===== src/inc/tas_pkg.sv =====
// Purpose: shared constants of the alert status logic
// Assumes: 8-bit register port, byte offsets as printed
// Notes:   flag bit positions apply inside each alert byte
package tas_pkg;

  // register offsets
  localparam logic [7:0] TAS_ADDR_FLAGS_LOW  = 8'h10;
  localparam logic [7:0] TAS_ADDR_FLAGS_HIGH = 8'h11;

  // lower alert byte bit positions
  localparam int TAS_LO_CC_CHANGE      = 0;
  localparam int TAS_LO_POWER_CHANGE   = 1;
  localparam int TAS_LO_MSG_RECEIVED   = 2;
  localparam int TAS_LO_RX_HARD_RESET  = 3;
  localparam int TAS_LO_TX_FAILED      = 4;
  localparam int TAS_LO_TX_DISCARDED   = 5;

  // upper alert byte bit positions
  localparam int TAS_HI_BUS_LOW_ALARM  = 0;
  localparam int TAS_HI_FAULT          = 1;
  localparam int TAS_HI_RX_OVERFLOW    = 2;
  localparam int TAS_HI_SINK_DISC      = 3;
  localparam int TAS_HI_CHUNK_START    = 4;
  localparam int TAS_HI_EXT_STATE      = 5;
  localparam int TAS_HI_EXTENDED       = 6;
  localparam int TAS_HI_VENDOR         = 7;

  // reset values and implemented-bit masks
  localparam logic [7:0] TAS_FLAGS_RESET   = 8'h00;
  localparam logic [7:0] TAS_LOW_IMPL_MASK = 8'h3F;  // bits 7..6 live elsewhere
  localparam logic [7:0] TAS_HIGH_W1C_MASK = 8'hA7;  // 7,5,2,1,0 writable
  localparam logic [7:0] TAS_RDATA_UNMAPPED = 8'h00;

endpackage


===== src/inc/tas_flag_if.sv =====
// Purpose: set/clear/state bundle between control and flag bank
// Assumes: one clock domain
// Notes:   set and clear are one-cycle vectors
interface tas_flag_if;
  import tas_pkg::*;
  logic [7:0] set_vec;
  logic [7:0] clr_vec;
  logic [7:0] flags;

  // control side drives set/clear and reads flags
  modport ctrl (output set_vec, output clr_vec, input flags);
  // bank side stores the flags
  modport bank (input set_vec, input clr_vec, output flags);
endinterface


===== src/verilog/tas_alert_status.sv =====
// Purpose: alert flag registers and open-drain alert pin of a PD port controller
// Assumes: events are one-cycle pulses or levels synchronous to mclk
// Notes:   mask bits are 1 for unmasked; masks live outside this block
// Contract
// - each flag sets on its event and stays latched until the manager clears it.
// - any set and unmasked flag drives the alert pin low.
// - lower bit 5 sets when a transmission is abandoned for an incoming message.
// - lower bit 4 sets when no acknowledgement returns for a sent message.
// - lower bit 3 sets when a hard reset is received from the partner.
// - lower bit 2 sets on receive buffer change, not on count reaching zero.
// - lower bit 1 sets whenever any power status condition changes.
// - lower bit 0 sets when bits 1:0 of either CC setting change.
// - seeking-connection toggles set bit 0 only when its alert enable is 1.
// - upper byte resets to zero; bits 7,5,1,0 clear on 1, bit 2 through its paired release, others read-only.
// - upper bit 6 always reads zero.
// - masked flags still latch but do not pull the pin low.
// - upper bit 3 always reads zero, the device being source only.
// - overflow clears only after 1 written to it and to message-received.
module tas_alert_status
  import tas_pkg::*;
(
  // clock and reset
  input  wire logic       mclk,
  input  wire logic       rst_n,
  // register port
  input  wire logic [7:0] reg_addr,
  input  wire logic       reg_wr,
  input  wire logic [7:0] reg_wdata,
  input  wire logic       reg_rd,
  output logic      [7:0] reg_rdata,
  // transmit and receive events
  input  wire logic       tx_discard_evt,
  input  wire logic       tx_fail_evt,
  input  wire logic       rx_hard_reset_evt,
  input  wire logic       rx_buffer_load_evt,
  input  wire logic       rx_count_zero_evt,
  input  wire logic       rx_overflow_evt,
  // status sources
  input  wire logic [7:0] power_status,
  input  wire logic [1:0] cc_line_one_setting,
  input  wire logic [1:0] cc_line_two_setting,
  input  wire logic       seeking_connection,
  input  wire logic       seeking_connection_alert_enable,
  input  wire logic       vendor_alert_src,
  input  wire logic       ext_state_evt,
  input  wire logic       fault_evt,
  input  wire logic       bus_voltage_low_alarm,
  // masks, 1 = unmasked
  input  wire logic [7:0] mask_low,
  input  wire logic [7:0] mask_high,
  // alert pin, open drain
  output logic            alert_n_o,
  output logic            alert_n_oe,
  // receive control
  output logic            goodcrc_inhibit
);

  tas_flag_if fl_lo ();
  tas_flag_if fl_hi ();

  logic [7:0] power_prev_r;
  logic [1:0] cc_one_prev_r;
  logic [1:0] cc_two_prev_r;
  logic       seek_prev_r;
  logic       vendor_prev_r;
  logic       ovf_ack_lo_r;
  logic       ovf_ack_hi_r;
  logic [7:0] reg_rdata_r;
  logic       wr_lo;
  logic       wr_hi;
  logic       ovf_clear;
  logic       pend_lo;
  logic       pend_hi;

  // flag storage
  tas_flag_bank u_lo (
    .mclk  (mclk),
    .rst_n (rst_n),
    .fb    (fl_lo.bank)
  );
  tas_flag_bank u_hi (
    .mclk  (mclk),
    .rst_n (rst_n),
    .fb    (fl_hi.bank)
  );

  // a strobe aimed at one byte offset
  function automatic logic tas_hit(
    input logic       strobe,
    input logic [7:0] addr,
    input logic [7:0] target
  );
    return strobe && (addr == target);
  endfunction

  // flags to clear on a write-1-to-clear byte; positions outside the
  // writable set are ignored so read-only bits cannot be disturbed
  function automatic logic [7:0] tas_w1c(
    input logic       hit,
    input logic [7:0] data,
    input logic [7:0] writable
  );
    return hit ? (data & writable) : 8'h00;
  endfunction

  // true while any set flag is let through by its mask (1 = unmasked)
  function automatic logic tas_pending(
    input logic [7:0] flags,
    input logic [7:0] unmasked
  );
    return |(flags & unmasked);
  endfunction

  // write decode
  assign wr_lo = tas_hit(reg_wr, reg_addr, TAS_ADDR_FLAGS_LOW);
  assign wr_hi = tas_hit(reg_wr, reg_addr, TAS_ADDR_FLAGS_HIGH);

  // previous values for change detection; they reset to zero, so a level
  // that is already nonzero when reset ends reports one change, which the
  // manager clears during start-up
  always_ff @(posedge mclk) begin
    if (!rst_n) begin
      power_prev_r  <= 8'h00;
      cc_one_prev_r <= 2'h0;
      cc_two_prev_r <= 2'h0;
      seek_prev_r   <= 1'b0;
      vendor_prev_r <= 1'b0;
    end else begin
      power_prev_r  <= power_status;
      cc_one_prev_r <= cc_line_one_setting;
      cc_two_prev_r <= cc_line_two_setting;
      seek_prev_r   <= seeking_connection;
      vendor_prev_r <= vendor_alert_src;
    end
  end

  // overflow release needs a 1 written to both flags, in either order;
  // a half-done release is forgotten once the flag is gone, so a stale
  // acknowledgement cannot clear the next overflow early
  assign ovf_clear = (ovf_ack_lo_r || (wr_lo && reg_wdata[TAS_LO_MSG_RECEIVED]))
                  && (ovf_ack_hi_r || (wr_hi && reg_wdata[TAS_HI_RX_OVERFLOW]));

  // remember which half of the overflow release has been written
  always_ff @(posedge mclk) begin
    if (!rst_n || ovf_clear || !fl_hi.flags[TAS_HI_RX_OVERFLOW]) begin
      ovf_ack_lo_r <= 1'b0;
      ovf_ack_hi_r <= 1'b0;
    end else begin
      if (wr_lo && reg_wdata[TAS_LO_MSG_RECEIVED]) begin
        ovf_ack_lo_r <= 1'b1;
      end
      if (wr_hi && reg_wdata[TAS_HI_RX_OVERFLOW]) begin
        ovf_ack_hi_r <= 1'b1;
      end
    end
  end

  // lower byte set sources; seeking-connection toggles report only
  // while their alert enable is high
  always_comb begin
    fl_lo.set_vec = 8'h00;
    fl_lo.set_vec[TAS_LO_TX_DISCARDED]  = tx_discard_evt;
    fl_lo.set_vec[TAS_LO_TX_FAILED]     = tx_fail_evt;
    fl_lo.set_vec[TAS_LO_RX_HARD_RESET] = rx_hard_reset_evt;
    fl_lo.set_vec[TAS_LO_MSG_RECEIVED]  = rx_buffer_load_evt;
    fl_lo.set_vec[TAS_LO_POWER_CHANGE]  = (power_status != power_prev_r);
    fl_lo.set_vec[TAS_LO_CC_CHANGE]     = (cc_line_one_setting != cc_one_prev_r)
                                       || (cc_line_two_setting != cc_two_prev_r)
                                       || (seeking_connection_alert_enable
                                           && (seeking_connection != seek_prev_r));
  end

  // write-1-to-clear on the implemented lower bits; rx_count_zero_evt is
  // left unread on purpose, since an emptied buffer is not a new message
  assign fl_lo.clr_vec = tas_w1c(wr_lo, reg_wdata, TAS_LOW_IMPL_MASK);

  // upper byte set sources; bits 6,4,3 never set; the vendor flag takes the
  // rising edge of its source so a clear sticks while the source stays high
  always_comb begin
    fl_hi.set_vec = 8'h00;
    fl_hi.set_vec[TAS_HI_VENDOR]        = vendor_alert_src && !vendor_prev_r;
    fl_hi.set_vec[TAS_HI_EXT_STATE]     = ext_state_evt;
    fl_hi.set_vec[TAS_HI_RX_OVERFLOW]   = rx_overflow_evt;
    fl_hi.set_vec[TAS_HI_FAULT]         = fault_evt;
    fl_hi.set_vec[TAS_HI_BUS_LOW_ALARM] = bus_voltage_low_alarm;
  end

  // w1c on writable bits; overflow only through its paired release
  always_comb begin
    fl_hi.clr_vec = tas_w1c(wr_hi, reg_wdata, TAS_HIGH_W1C_MASK);
    fl_hi.clr_vec[TAS_HI_RX_OVERFLOW] = ovf_clear;
  end

  // registered read data, unmapped reads zero; the value stands until the next read;
  // the read-only upper positions are all fixed zero, so only writable bits pass
  always_ff @(posedge mclk) begin
    if (!rst_n) begin
      reg_rdata_r <= TAS_RDATA_UNMAPPED;
    end else if (reg_rd) begin
      unique case (reg_addr)
        TAS_ADDR_FLAGS_LOW:  reg_rdata_r <= fl_lo.flags & TAS_LOW_IMPL_MASK;
        TAS_ADDR_FLAGS_HIGH: reg_rdata_r <= fl_hi.flags & TAS_HIGH_W1C_MASK;
        default:             reg_rdata_r <= TAS_RDATA_UNMAPPED;
      endcase
    end
  end

  assign reg_rdata = reg_rdata_r;

  // pending requests per byte; lower bits 7..6 belong elsewhere and never count
  assign pend_lo = tas_pending(fl_lo.flags, mask_low & TAS_LOW_IMPL_MASK);
  assign pend_hi = tas_pending(fl_hi.flags, mask_high);

  // open-drain alert: the pin data is fixed low and only the enable moves,
  // so the line is pulled low while any unmasked flag is set
  assign alert_n_o  = 1'b0;
  assign alert_n_oe = pend_lo || pend_hi;

  // withhold acknowledgements while overflowed
  assign goodcrc_inhibit = fl_hi.flags[TAS_HI_RX_OVERFLOW];

endmodule


===== src/verilog/tas_flag_bank.sv =====
// Purpose: one byte of latched event flags
// Assumes: synchronous active-low reset
// Notes:   a set in the same cycle as a clear wins
module tas_flag_bank
  import tas_pkg::*;
(
  // clock and reset
  input  wire logic   mclk,
  input  wire logic   rst_n,
  // flag bundle
  tas_flag_if.bank    fb
);

  logic [7:0] flags_r;

  // latch until cleared, set beats clear
  always_ff @(posedge mclk) begin
    if (!rst_n) begin
      flags_r <= TAS_FLAGS_RESET;
    end else begin
      flags_r <= (flags_r & ~fb.clr_vec) | fb.set_vec;
    end
  end

  assign fb.flags = flags_r;

endmodule

===== config.mk =====
export PLATFORM = sky130hd
export DESIGN_NAME = tas_alert_status
export DESIGN_NICKNAME = d
export VERILOG_FILES = /design/src/inc/tas_pkg.sv /design/src/inc/tas_flag_if.sv /design/src/verilog/tas_alert_status.sv /design/src/verilog/tas_flag_bank.sv
export SDC_FILE = /design/constraint.sdc
export NUM_CORES = 1
export LEC_CHECK = 0
export ABC_AREA = 1
export BUFFER_PORTS_ARGS = -buffer_cell sky130_fd_sc_hd__buf_2
export CAP_MARGIN = 0
export CORE_UTILIZATION = 50
export CTS_BUF_LIST = sky130_fd_sc_hd__clkbuf_16
export CTS_CLUSTER_SIZE = 30
export DETAILED_ROUTE_END_ITERATION = 6
export PLACE_DENSITY_LB_ADDON = 0.1
export SLEW_MARGIN = 20
export SYNTH_ARGS = -nofsm -noshare
export SYNTH_HDL_FRONTEND = slang
export SYNTH_SLANG_ARGS = --single-unit

===== constraint.sdc =====
create_clock -name mclk -period 2.55 [get_ports mclk]
set_input_delay 0.3825 -clock mclk [delete_from_list [all_inputs] [get_ports mclk]]
set_output_delay 0.3825 -clock mclk [all_outputs]
set_load 0.005 [all_outputs]

==> results of run 1 <==
## critical path, stage by stage, from the launching register on
cell and delay (ns):
sky130_fd_sc_hd__dfxtp_1 0.33, sky130_fd_sc_hd__nand2_1 0.07, sky130_fd_sc_hd__nand2_1 0.04, sky130_fd_sc_hd__a221oi_1 0.26, sky130_fd_sc_hd__nand4_1 0.16, sky130_fd_sc_hd__buf_2 0.16
## where the power goes
part           switching [mW]  internal, mW  total, mW
Combinational          0.0749        0.0681      0.143
Clock                   0.208         0.355      0.563
Sequential             0.0189         0.562      0.581
Total                   0.301         0.986       1.29
## cell type report
class	instances	area share
inverter	39	0.07312
multi-input combinational	140	0.3444
tap	31	0.01938
clock inverter	3	0.008125
sequential	34	0.3400
timing repair buffer	61	0.1525
clock buffer	5	0.06250
## cell families after synthesis
| logic type | count (synthesis) | share of synthesized area |
|---|---|---|
| AO/OA/AOI/OAI | 25 | 0.09041 |
| AND/OR/NAND/NOR | 101 | 0.2784 |
| flip-flops | 34 | 0.4352 |
| buffers and inverters | 47 | 0.1264 |
| other | 1 | 0.002398 |
| XOR/XNOR | 12 | 0.06720 |
## cells in the final DEF, fill, tap and decap left out, types with 2 or more instances in the layout
| cell type | netlist | layout |
|---|---|---|
| sky130_fd_sc_hd__nand4_1 | 4 | 4 |
| sky130_fd_sc_hd__xor2_1 | 12 | 12 |
| sky130_fd_sc_hd__nand2_1 | 57 | 57 |
| sky130_fd_sc_hd__a21oi_1 | 14 | 14 |
| sky130_fd_sc_hd__nor2_1 | 27 | 27 |
| sky130_fd_sc_hd__dfxtp_1 | 34 | 34 |
| sky130_fd_sc_hd__nor2_2 | 2 | 2 |
| sky130_fd_sc_hd__clkbuf_16 | 0 | 5 |
| sky130_fd_sc_hd__nand3_1 | 5 | 5 |
| sky130_fd_sc_hd__a21oi_2 | 3 | 3 |
| sky130_fd_sc_hd__conb_1 | 1 | 2 |
| sky130_fd_sc_hd__nand3_2 | 3 | 3 |
| sky130_fd_sc_hd__inv_1 | 39 | 39 |
| sky130_fd_sc_hd__buf_2 | 2 | 61 |
| sky130_fd_sc_hd__o21ai_0 | 6 | 6 |
## final timing paths
path,start,to,slack [ns]
worst max-delay path,u_lo.fb.flags[2],alert_n_oe,0.89
worst min-delay path,rx_overflow_evt,u_hi.fb.flags[2],0.30
worst max register to register,cc_two_prev_r[0],u_lo.fb.flags[0],1.65
worst min register to register,vendor_prev_r,u_hi.fb.flags[7],0.45
## per-layer routing
metal  up-vias  part of all wire
met3         4             0.059
met5         -                 0
li1        780                 -
met4         0            0.0090
met2        41              0.50
met1       633              0.43
## synthesized netlist by cell type
cell | count | area share
sky130_fd_sc_hd__a21oi_1 | 14 | 0.045
sky130_fd_sc_hd__a21oi_2 | 3 | 0.017
sky130_fd_sc_hd__a221oi_1 | 1 | 0.0056
sky130_fd_sc_hd__buf_2 | 2 | 0.0064
sky130_fd_sc_hd__buf_4 | 3 | 0.014
sky130_fd_sc_hd__buf_6 | 1 | 0.0072
sky130_fd_sc_hd__clkbuf_1 | 2 | 0.0048
sky130_fd_sc_hd__conb_1 | 1 | 0.0024
sky130_fd_sc_hd__dfxtp_1 | 34 | 0.44
sky130_fd_sc_hd__inv_1 | 39 | 0.094
sky130_fd_sc_hd__nand2_1 | 57 | 0.14
sky130_fd_sc_hd__nand2_2 | 1 | 0.0040
sky130_fd_sc_hd__nand3_1 | 5 | 0.016
sky130_fd_sc_hd__nand3_2 | 3 | 0.019
sky130_fd_sc_hd__nand4_1 | 4 | 0.016
sky130_fd_sc_hd__nor2_1 | 27 | 0.065
sky130_fd_sc_hd__nor2_2 | 2 | 0.0080
sky130_fd_sc_hd__nor2_4 | 1 | 0.0072
sky130_fd_sc_hd__nor3_2 | 1 | 0.0064
sky130_fd_sc_hd__o21ai_0 | 6 | 0.019
sky130_fd_sc_hd__o22ai_1 | 1 | 0.0040
sky130_fd_sc_hd__xor2_1 | 12 | 0.067
## stage by stage
step | power (mW) | hold WS [ns]
5_1_grt | 1.338 | 0.3267
2_1_floorplan | 0.6676 | 0.4080
3_3_place_gp | 0.7307 | 0.4256
3_5_place_dp | 0.7350 | 0.4451
6_report | 1.287 | 0.2982
4_1_cts | 1.298 | 0.2990
## state kept, by name, summed over array words and instances (netlist names)
name / count
u_hi.fb.flags: 5
cc_two_prev_r: 2
vendor_prev_r: 1
seek_prev_r: 1
cc_one_prev_r: 2
power_prev_r: 8
ovf_ack_lo_r: 1
reg_rdata: 7
u_lo.fb.flags: 6
ovf_ack_hi_r: 1
==> metrics.md, run 1 <==
| Metric | Value |
|---|---|
| Clock latency of the later-clocked register in the worst-skew pair | `0.27 ns` |
| Register bit total from synthesis | `34` |
| Standard cell area after detailed placement | `0.001861 mm²` |
| Number of buffers added for setup after CTS | `0` |
| Routed wire per std cell | `between 10 and 15 µm` |
| Net count of the finished layout | `341` |
| Number of max-cap violations | `0` |
| Dpl cells | `305` |
| Violated checks | `DRC` |
| Synth warnings | `0` |
| Combined area of all synthesized cells | `0.001564 mm²` |
| Height of the chip | `57.93 µm` |
| Number of global-route vias before repair | `1291` |
| Drt via density | `4.658` |
| Filler cell count in the final layout | `268` |
| Final cell count without fillers | `approximately 310` |
| Total count of max-transition violations in the final report | `0` |
| Total negative setup slack | `0 ns` |
| Pwr Density | `643.0 mW/mm²` |
| Peak-usage layer in the global routing report | `met2` |
| Antenna violations before repair | `0` |
| Reg area | `~680 µm²` |
| Worst R2R Path Depth | `5` |
| Type of element launching the critical path | `flip-flop` |
| Number of instances on the worst hold path | `3` |
| Initial Utilization | `0.5482` |
| CTS Hold Buffers Added | `0` |
| Post-placement setup slack | `a little over 1 ns` |
| Met2 demand-to-capacity share in global routing | `0.3678` |
| Gp weighted congestion | `0.7806` |
| Met1 layer usage reported by global route | `0.2454` |
| Data arrival time of the worst path | `1.28 ns` |
| Non-Filler Cell Area, Final | `0.002002 mm²` |
| Top-level I/O count | `71` |
| First-pass GRT wire length | `approximately 5300 µm` |
| CTS Sinks | `34` |
| Run status | `finished, violations left` |
| Post-route fraction of the period consumed by the critical path | `0.6518` |
| Clock tree buffer depth | `2` |
| Via count | `1458` |
| Count of port buffers added during placement | `61` |
| Area of the die | `0.003356 mm²` |
| Diodes inserted | `0` |
| Mean instance size in the synthesized netlist | `7.109 µm²` |
| Count of unique library cells instantiated by Yosys | `22` |
| Pin count of the biggest net entering global routing | `22` |
| Buffer type at the clock tree root | `sky130_fd_sc_hd__clkbuf_16` |
| Proportion of layout cells with a drive suffix above 1 | `0.2801` |
| Clock transition time at the flip-flop clock pins of the worst setup and hold paths | `0.05 ns` |
| Path class of the lowest-slack min-delay path | `input pin to flip-flop` |
| Hold Vio Cnt, Final | `0` |
| TritonCTS clock tree | `yes` |
| Global route total overflow | `0` |
| TritonCTS Buffers | `5` |
| Initial detailed-routing violation count | `54` |
| Max Clk Rate | `0.6016 GHz` |
| Sequential share of the synthesized area | `0.4352` |
| Maximum level of the CTS H-tree | `2` |
| Setup skew after layout | `0.001416 ns` |
| Count of instances resized after the clock tree is built | `0` |
| Peak fanout along the critical path | `3` |
| Placed wire-length estimate | `2438 µm` |
| Static leakage | `approximately 1.1 nW` |
| First-pass iteration count of the detailed router | `6` |
| Post-detailed-route DRC marker count | `6` |
| Worst setup path category | `flip-flop to output port` |
| Crit path time final | `between 1.5 and 2 ns` |
| Horizontal die dimension | `57.93 µm` |
| Number of endpoints failing setup at the final stage | `0` |
| Worst IR drop on VDD | `between 0.0004 and 0.0005 V` |
| All-layer global routing usage | `0.2073` |
| Post-Syn Instances | `220` |
| Std-Cell Rows | `19` |
| Core area | `0.002853 mm²` |
| Met3 usage | `0.05357` |
| WP data required | `about 2.2 ns` |
| DRT Wirelength | `~3200 µm` |
| Nature of the critical path endpoint | `output port` |
| RSZ-0062 raised after global routing | `false` |
| Area added between synthesis and finish | `28.00%` |
| End-of-flow core utilization | `0.7018` |
| Post-DRT Antenna Nets | `0` |
| Smallest setup slack after layout | `0.8878 ns` |
| Combined area of the multi-input logic cells | `roughly 690 µm²` |
Note: power is estimated with default switching activity, not from simulation.
==> run 2, diff against run 1 <==
CORE_UTILIZATION = 46   (was 50)
clock period = 1.7 ns   (was 2.55 ns; I/O delays follow)
==> run 2 against run 1 <==
Effect of this change: the run now ends clean; combinational power rose by 50%; flip-flop and latch count did not move; utilization fell by 5.6 points; die area rose by 8.4%; sequential power rose by 50%; worst setup slack got worse by 0.66 ns; global-route usage fell by 1.6 points; clock power rose by 44%; critical endpoint unchanged; highest routed layer unchanged.
==> metrics.md, run 2 (synthesis gave the netlist of run 1 again) <==
| Metric | Value |
|---|---|
| Post-DRT Antenna Nets | `0` |
| First-pass GRT wire length | `approximately 5000 µm` |
| Clock latency of the later-clocked register in the worst-skew pair | `0.27 ns` |
| TritonCTS Buffers | `5` |
| All-layer global routing usage | `0.1912` |
| Number of buffers added for setup after CTS | `0` |
| Smallest setup slack after layout | `0.2291 ns` |
| Core area | `roughly 0.0031 mm²` |
| Detailed route wirelength on metal3 | `between 200 and 300 µm` |
| Count of port buffers added during placement | `~60` |
| Pin count of the biggest net entering global routing | `21` |
| Hold Vio Cnt, Final | `0` |
| RR Startpoint | `cc_two_prev_r[0]` |
| End point of the most critical hold path | `u_hi.fb.flags[2]` |
| Number of max-cap violations | `0` |
| Post-detailed-route DRC marker count | `0` |
| Area added between synthesis and finish | `29.20%` |
| Clock tree buffer depth | `2` |
| Number of instances on the worst hold path | `3` |
| Path class of the lowest-slack min-delay path | `input pin to flip-flop` |
| Number of global-route vias before repair | `1271` |
| Total power after layout | `roughly 1.9 mW` |
| Antenna violations before repair | `0` |
| Initial Utilization | `0.5000` |
| Highest metal layer with signal wires | `met4` |
| DRT Wirelength | `3158 µm` |
| CTS Hold Buffers Added | `0` |
| Number of buffer and inverter stages on the critical path | `1` |
| Chain of cells forming the critical path | `nand2_1, nand2_1, a221oi_1, nand4_1, buf_2` |
| Total count of max-transition violations in the final report | `0` |
| CP max stage delay | `0.32 ns` |
| Commonest cells after routing, fill and taps aside | `61 x sky130_fd_sc_hd__buf_2, 57 x sky130_fd_sc_hd__nand2_1, 39 x sky130_fd_sc_hd__inv_1, 34 x sky130_fd_sc_hd__dfxtp_1, 27 x sky130_fd_sc_hd__nor2_1` |
| Pwr Density | `937.7 mW/mm²` |
| Critical path's top delay family | `flip-flops` |
| Maximum level of the CTS H-tree | `2` |
| Net count of the finished layout | `~340` |
| RSZ-0062 raised after global routing | `false` |
| Type of element launching the critical path | `flip-flop` |
| Max Clk Rate | `0.6799 GHz` |
| Number of endpoints failing setup at the final stage | `0` |
| Met1 Routed Length | `1343 µm` |
| Global route total overflow | `0` |
| Std-Cell Rows | `20` |
| Buffer type at the clock tree root | `sky130_fd_sc_hd__clkbuf_16` |
| Crit path time final | `1.471 ns` |
| CTS Sinks | `34` |
| Routed wire per std cell | `9.687 µm` |
| Post-route fraction of the period consumed by the critical path | `0.8652` |
| Diodes inserted | `0` |
| Proportion of layout cells with a drive suffix above 1 | `0.2801` |
| Peak fanout along the critical path | `3` |
| CP most frequent cell | `sky130_fd_sc_hd__nand2_1` |
| Worst setup path category | `flip-flop to output port` |
| Worst IR drop on VDD | `0.0007187 V` |
| Total negative setup slack | `0 ns` |
| RR Endpoint | `u_lo.fb.flags[0]` |
| Static leakage | `1.149 nW` |
| Via count | `1445` |
| Count of instances resized after the clock tree is built | `0` |
| Post-placement setup slack | `0.3273 ns` |
| DR WL met2 | `1524 µm` |
| Drt via density | `4.433` |
| Nature of the critical path endpoint | `output port` |
| Gp weighted congestion | `0.7648` |
| TritonCTS clock tree | `yes` |
| Filler cell count in the final layout | `311` |
| Commonest non-fill, non-tap cell in the layout | `sky130_fd_sc_hd__buf_2` |
| HP Start | `rx_overflow_evt` |
| First-pass iteration count of the detailed router | `4` |
| Area of the die | `0.003637 mm²` |
| Clock transition time at the flip-flop clock pins of the worst setup and hold paths | `0.05 ns` |
| Top-level I/O count | `71` |
| Setup skew after layout | `0.001953 ns` |
| Height of the chip | `60.31 µm` |
| Data arrival time of the worst path | `1.22 ns` |
| Number of flip-flops in the largest register | `8` |
| Worst R2R Path Depth | `5` |
| Cell with the biggest individual delay on the critical path | `sky130_fd_sc_hd__dfxtp_1` |
| WP data required | `1.44 ns` |
| Horizontal die dimension | `60.31 µm` |
| Run status | `completed` |
| Placed wire-length estimate | `2406 µm` |
| Initial detailed-routing violation count | `51` |
| Internal reg-to-reg setup slack | `0.80 ns` |
| Register name with the most flops | `power_prev_r` |
-- run 2: changes by cell type in the layout (fill, tap and decap cells not counted), sizes merged --
| cell | before | now |
|---|---|---|
| buf | 61 | 63 |
| clkinv | 2 | 1 |
| clkinvlp | 1 | 0 |
-- run 2: worst max-delay path by stage --
stage	start	to	slack, ns	cells past startpoint
6_report	u_lo.fb.flags[2]	alert_n_oe	0.23	5
5_1_grt	u_lo.fb.flags[3]	alert_n_oe	0.15	5
4_1_cts	u_lo.fb.flags[2]	alert_n_oe	0.22	5
3_5_place_dp	reg_addr[7]	u_hi.fb.flags[2]	0.33	9
3_3_place_gp	reg_addr[7]	u_hi.fb.flags[2]	0.34	9
2_1_floorplan	reg_addr[7]	u_lo.fb.flags[3]	0.68	7
-- run 2: power by group --
part	total [mW]	switching (mW)	internal, mW	leakage, nW
sequential	0.871	0.0266	0.844	0.283
combinational	0.214	0.111	0.104	0.803
clock	0.809	0.290	0.519	0.0632
total	1.89	0.428	1.47	1.15
-- run 2: worst reg2reg max path: stages (launching register included) --
cell	delay, ns
sky130_fd_sc_hd__dfxtp_1	0.30
sky130_fd_sc_hd__xor2_1	0.15
sky130_fd_sc_hd__nor2_1	0.11
sky130_fd_sc_hd__nand2_1	0.06
sky130_fd_sc_hd__nor2_1	0.09
sky130_fd_sc_hd__a21oi_1	0.07
-- run 2: routing by layer --
metal,up-vias,GRT usage
met2,48,0.3250
met5,-,0
met4,0,0.09302
met1,608,0.2098
met3,5,0.06926
li1,784,-
-- run 2: final cells by class --
type / instances / area, µm² / area share
clock buffers: 5 / 125.1 / 0.06192
clock inverters: 1 / 3.754 / 0.001858
inverters: 39 / 146.4 / 0.07245
multi-input cells: 140 / 689.4 / 0.3412
flip-flops and latches: 34 / 680.7 / 0.3368
well taps: 44 / 55.05 / 0.02724
repair buffers: 63 / 320.3 / 0.1585
-- run 2: through the flow --
stage | cell area, µm² | hold WS (ns) | utilization | cells
floorplan | 1568 | 0.3485 | - | 221
global placement | 1892 | 0.4274 | 0.6048 | 320
detailed placement | 1892 | 0.4270 | 0.6048 | 320
CTS | 2021 | 0.1763 | 0.6460 | 326
global route | 2021 | 0.1930 | 0.6460 | 326
finish | 2021 | 0.1800 | 0.6460 | 326
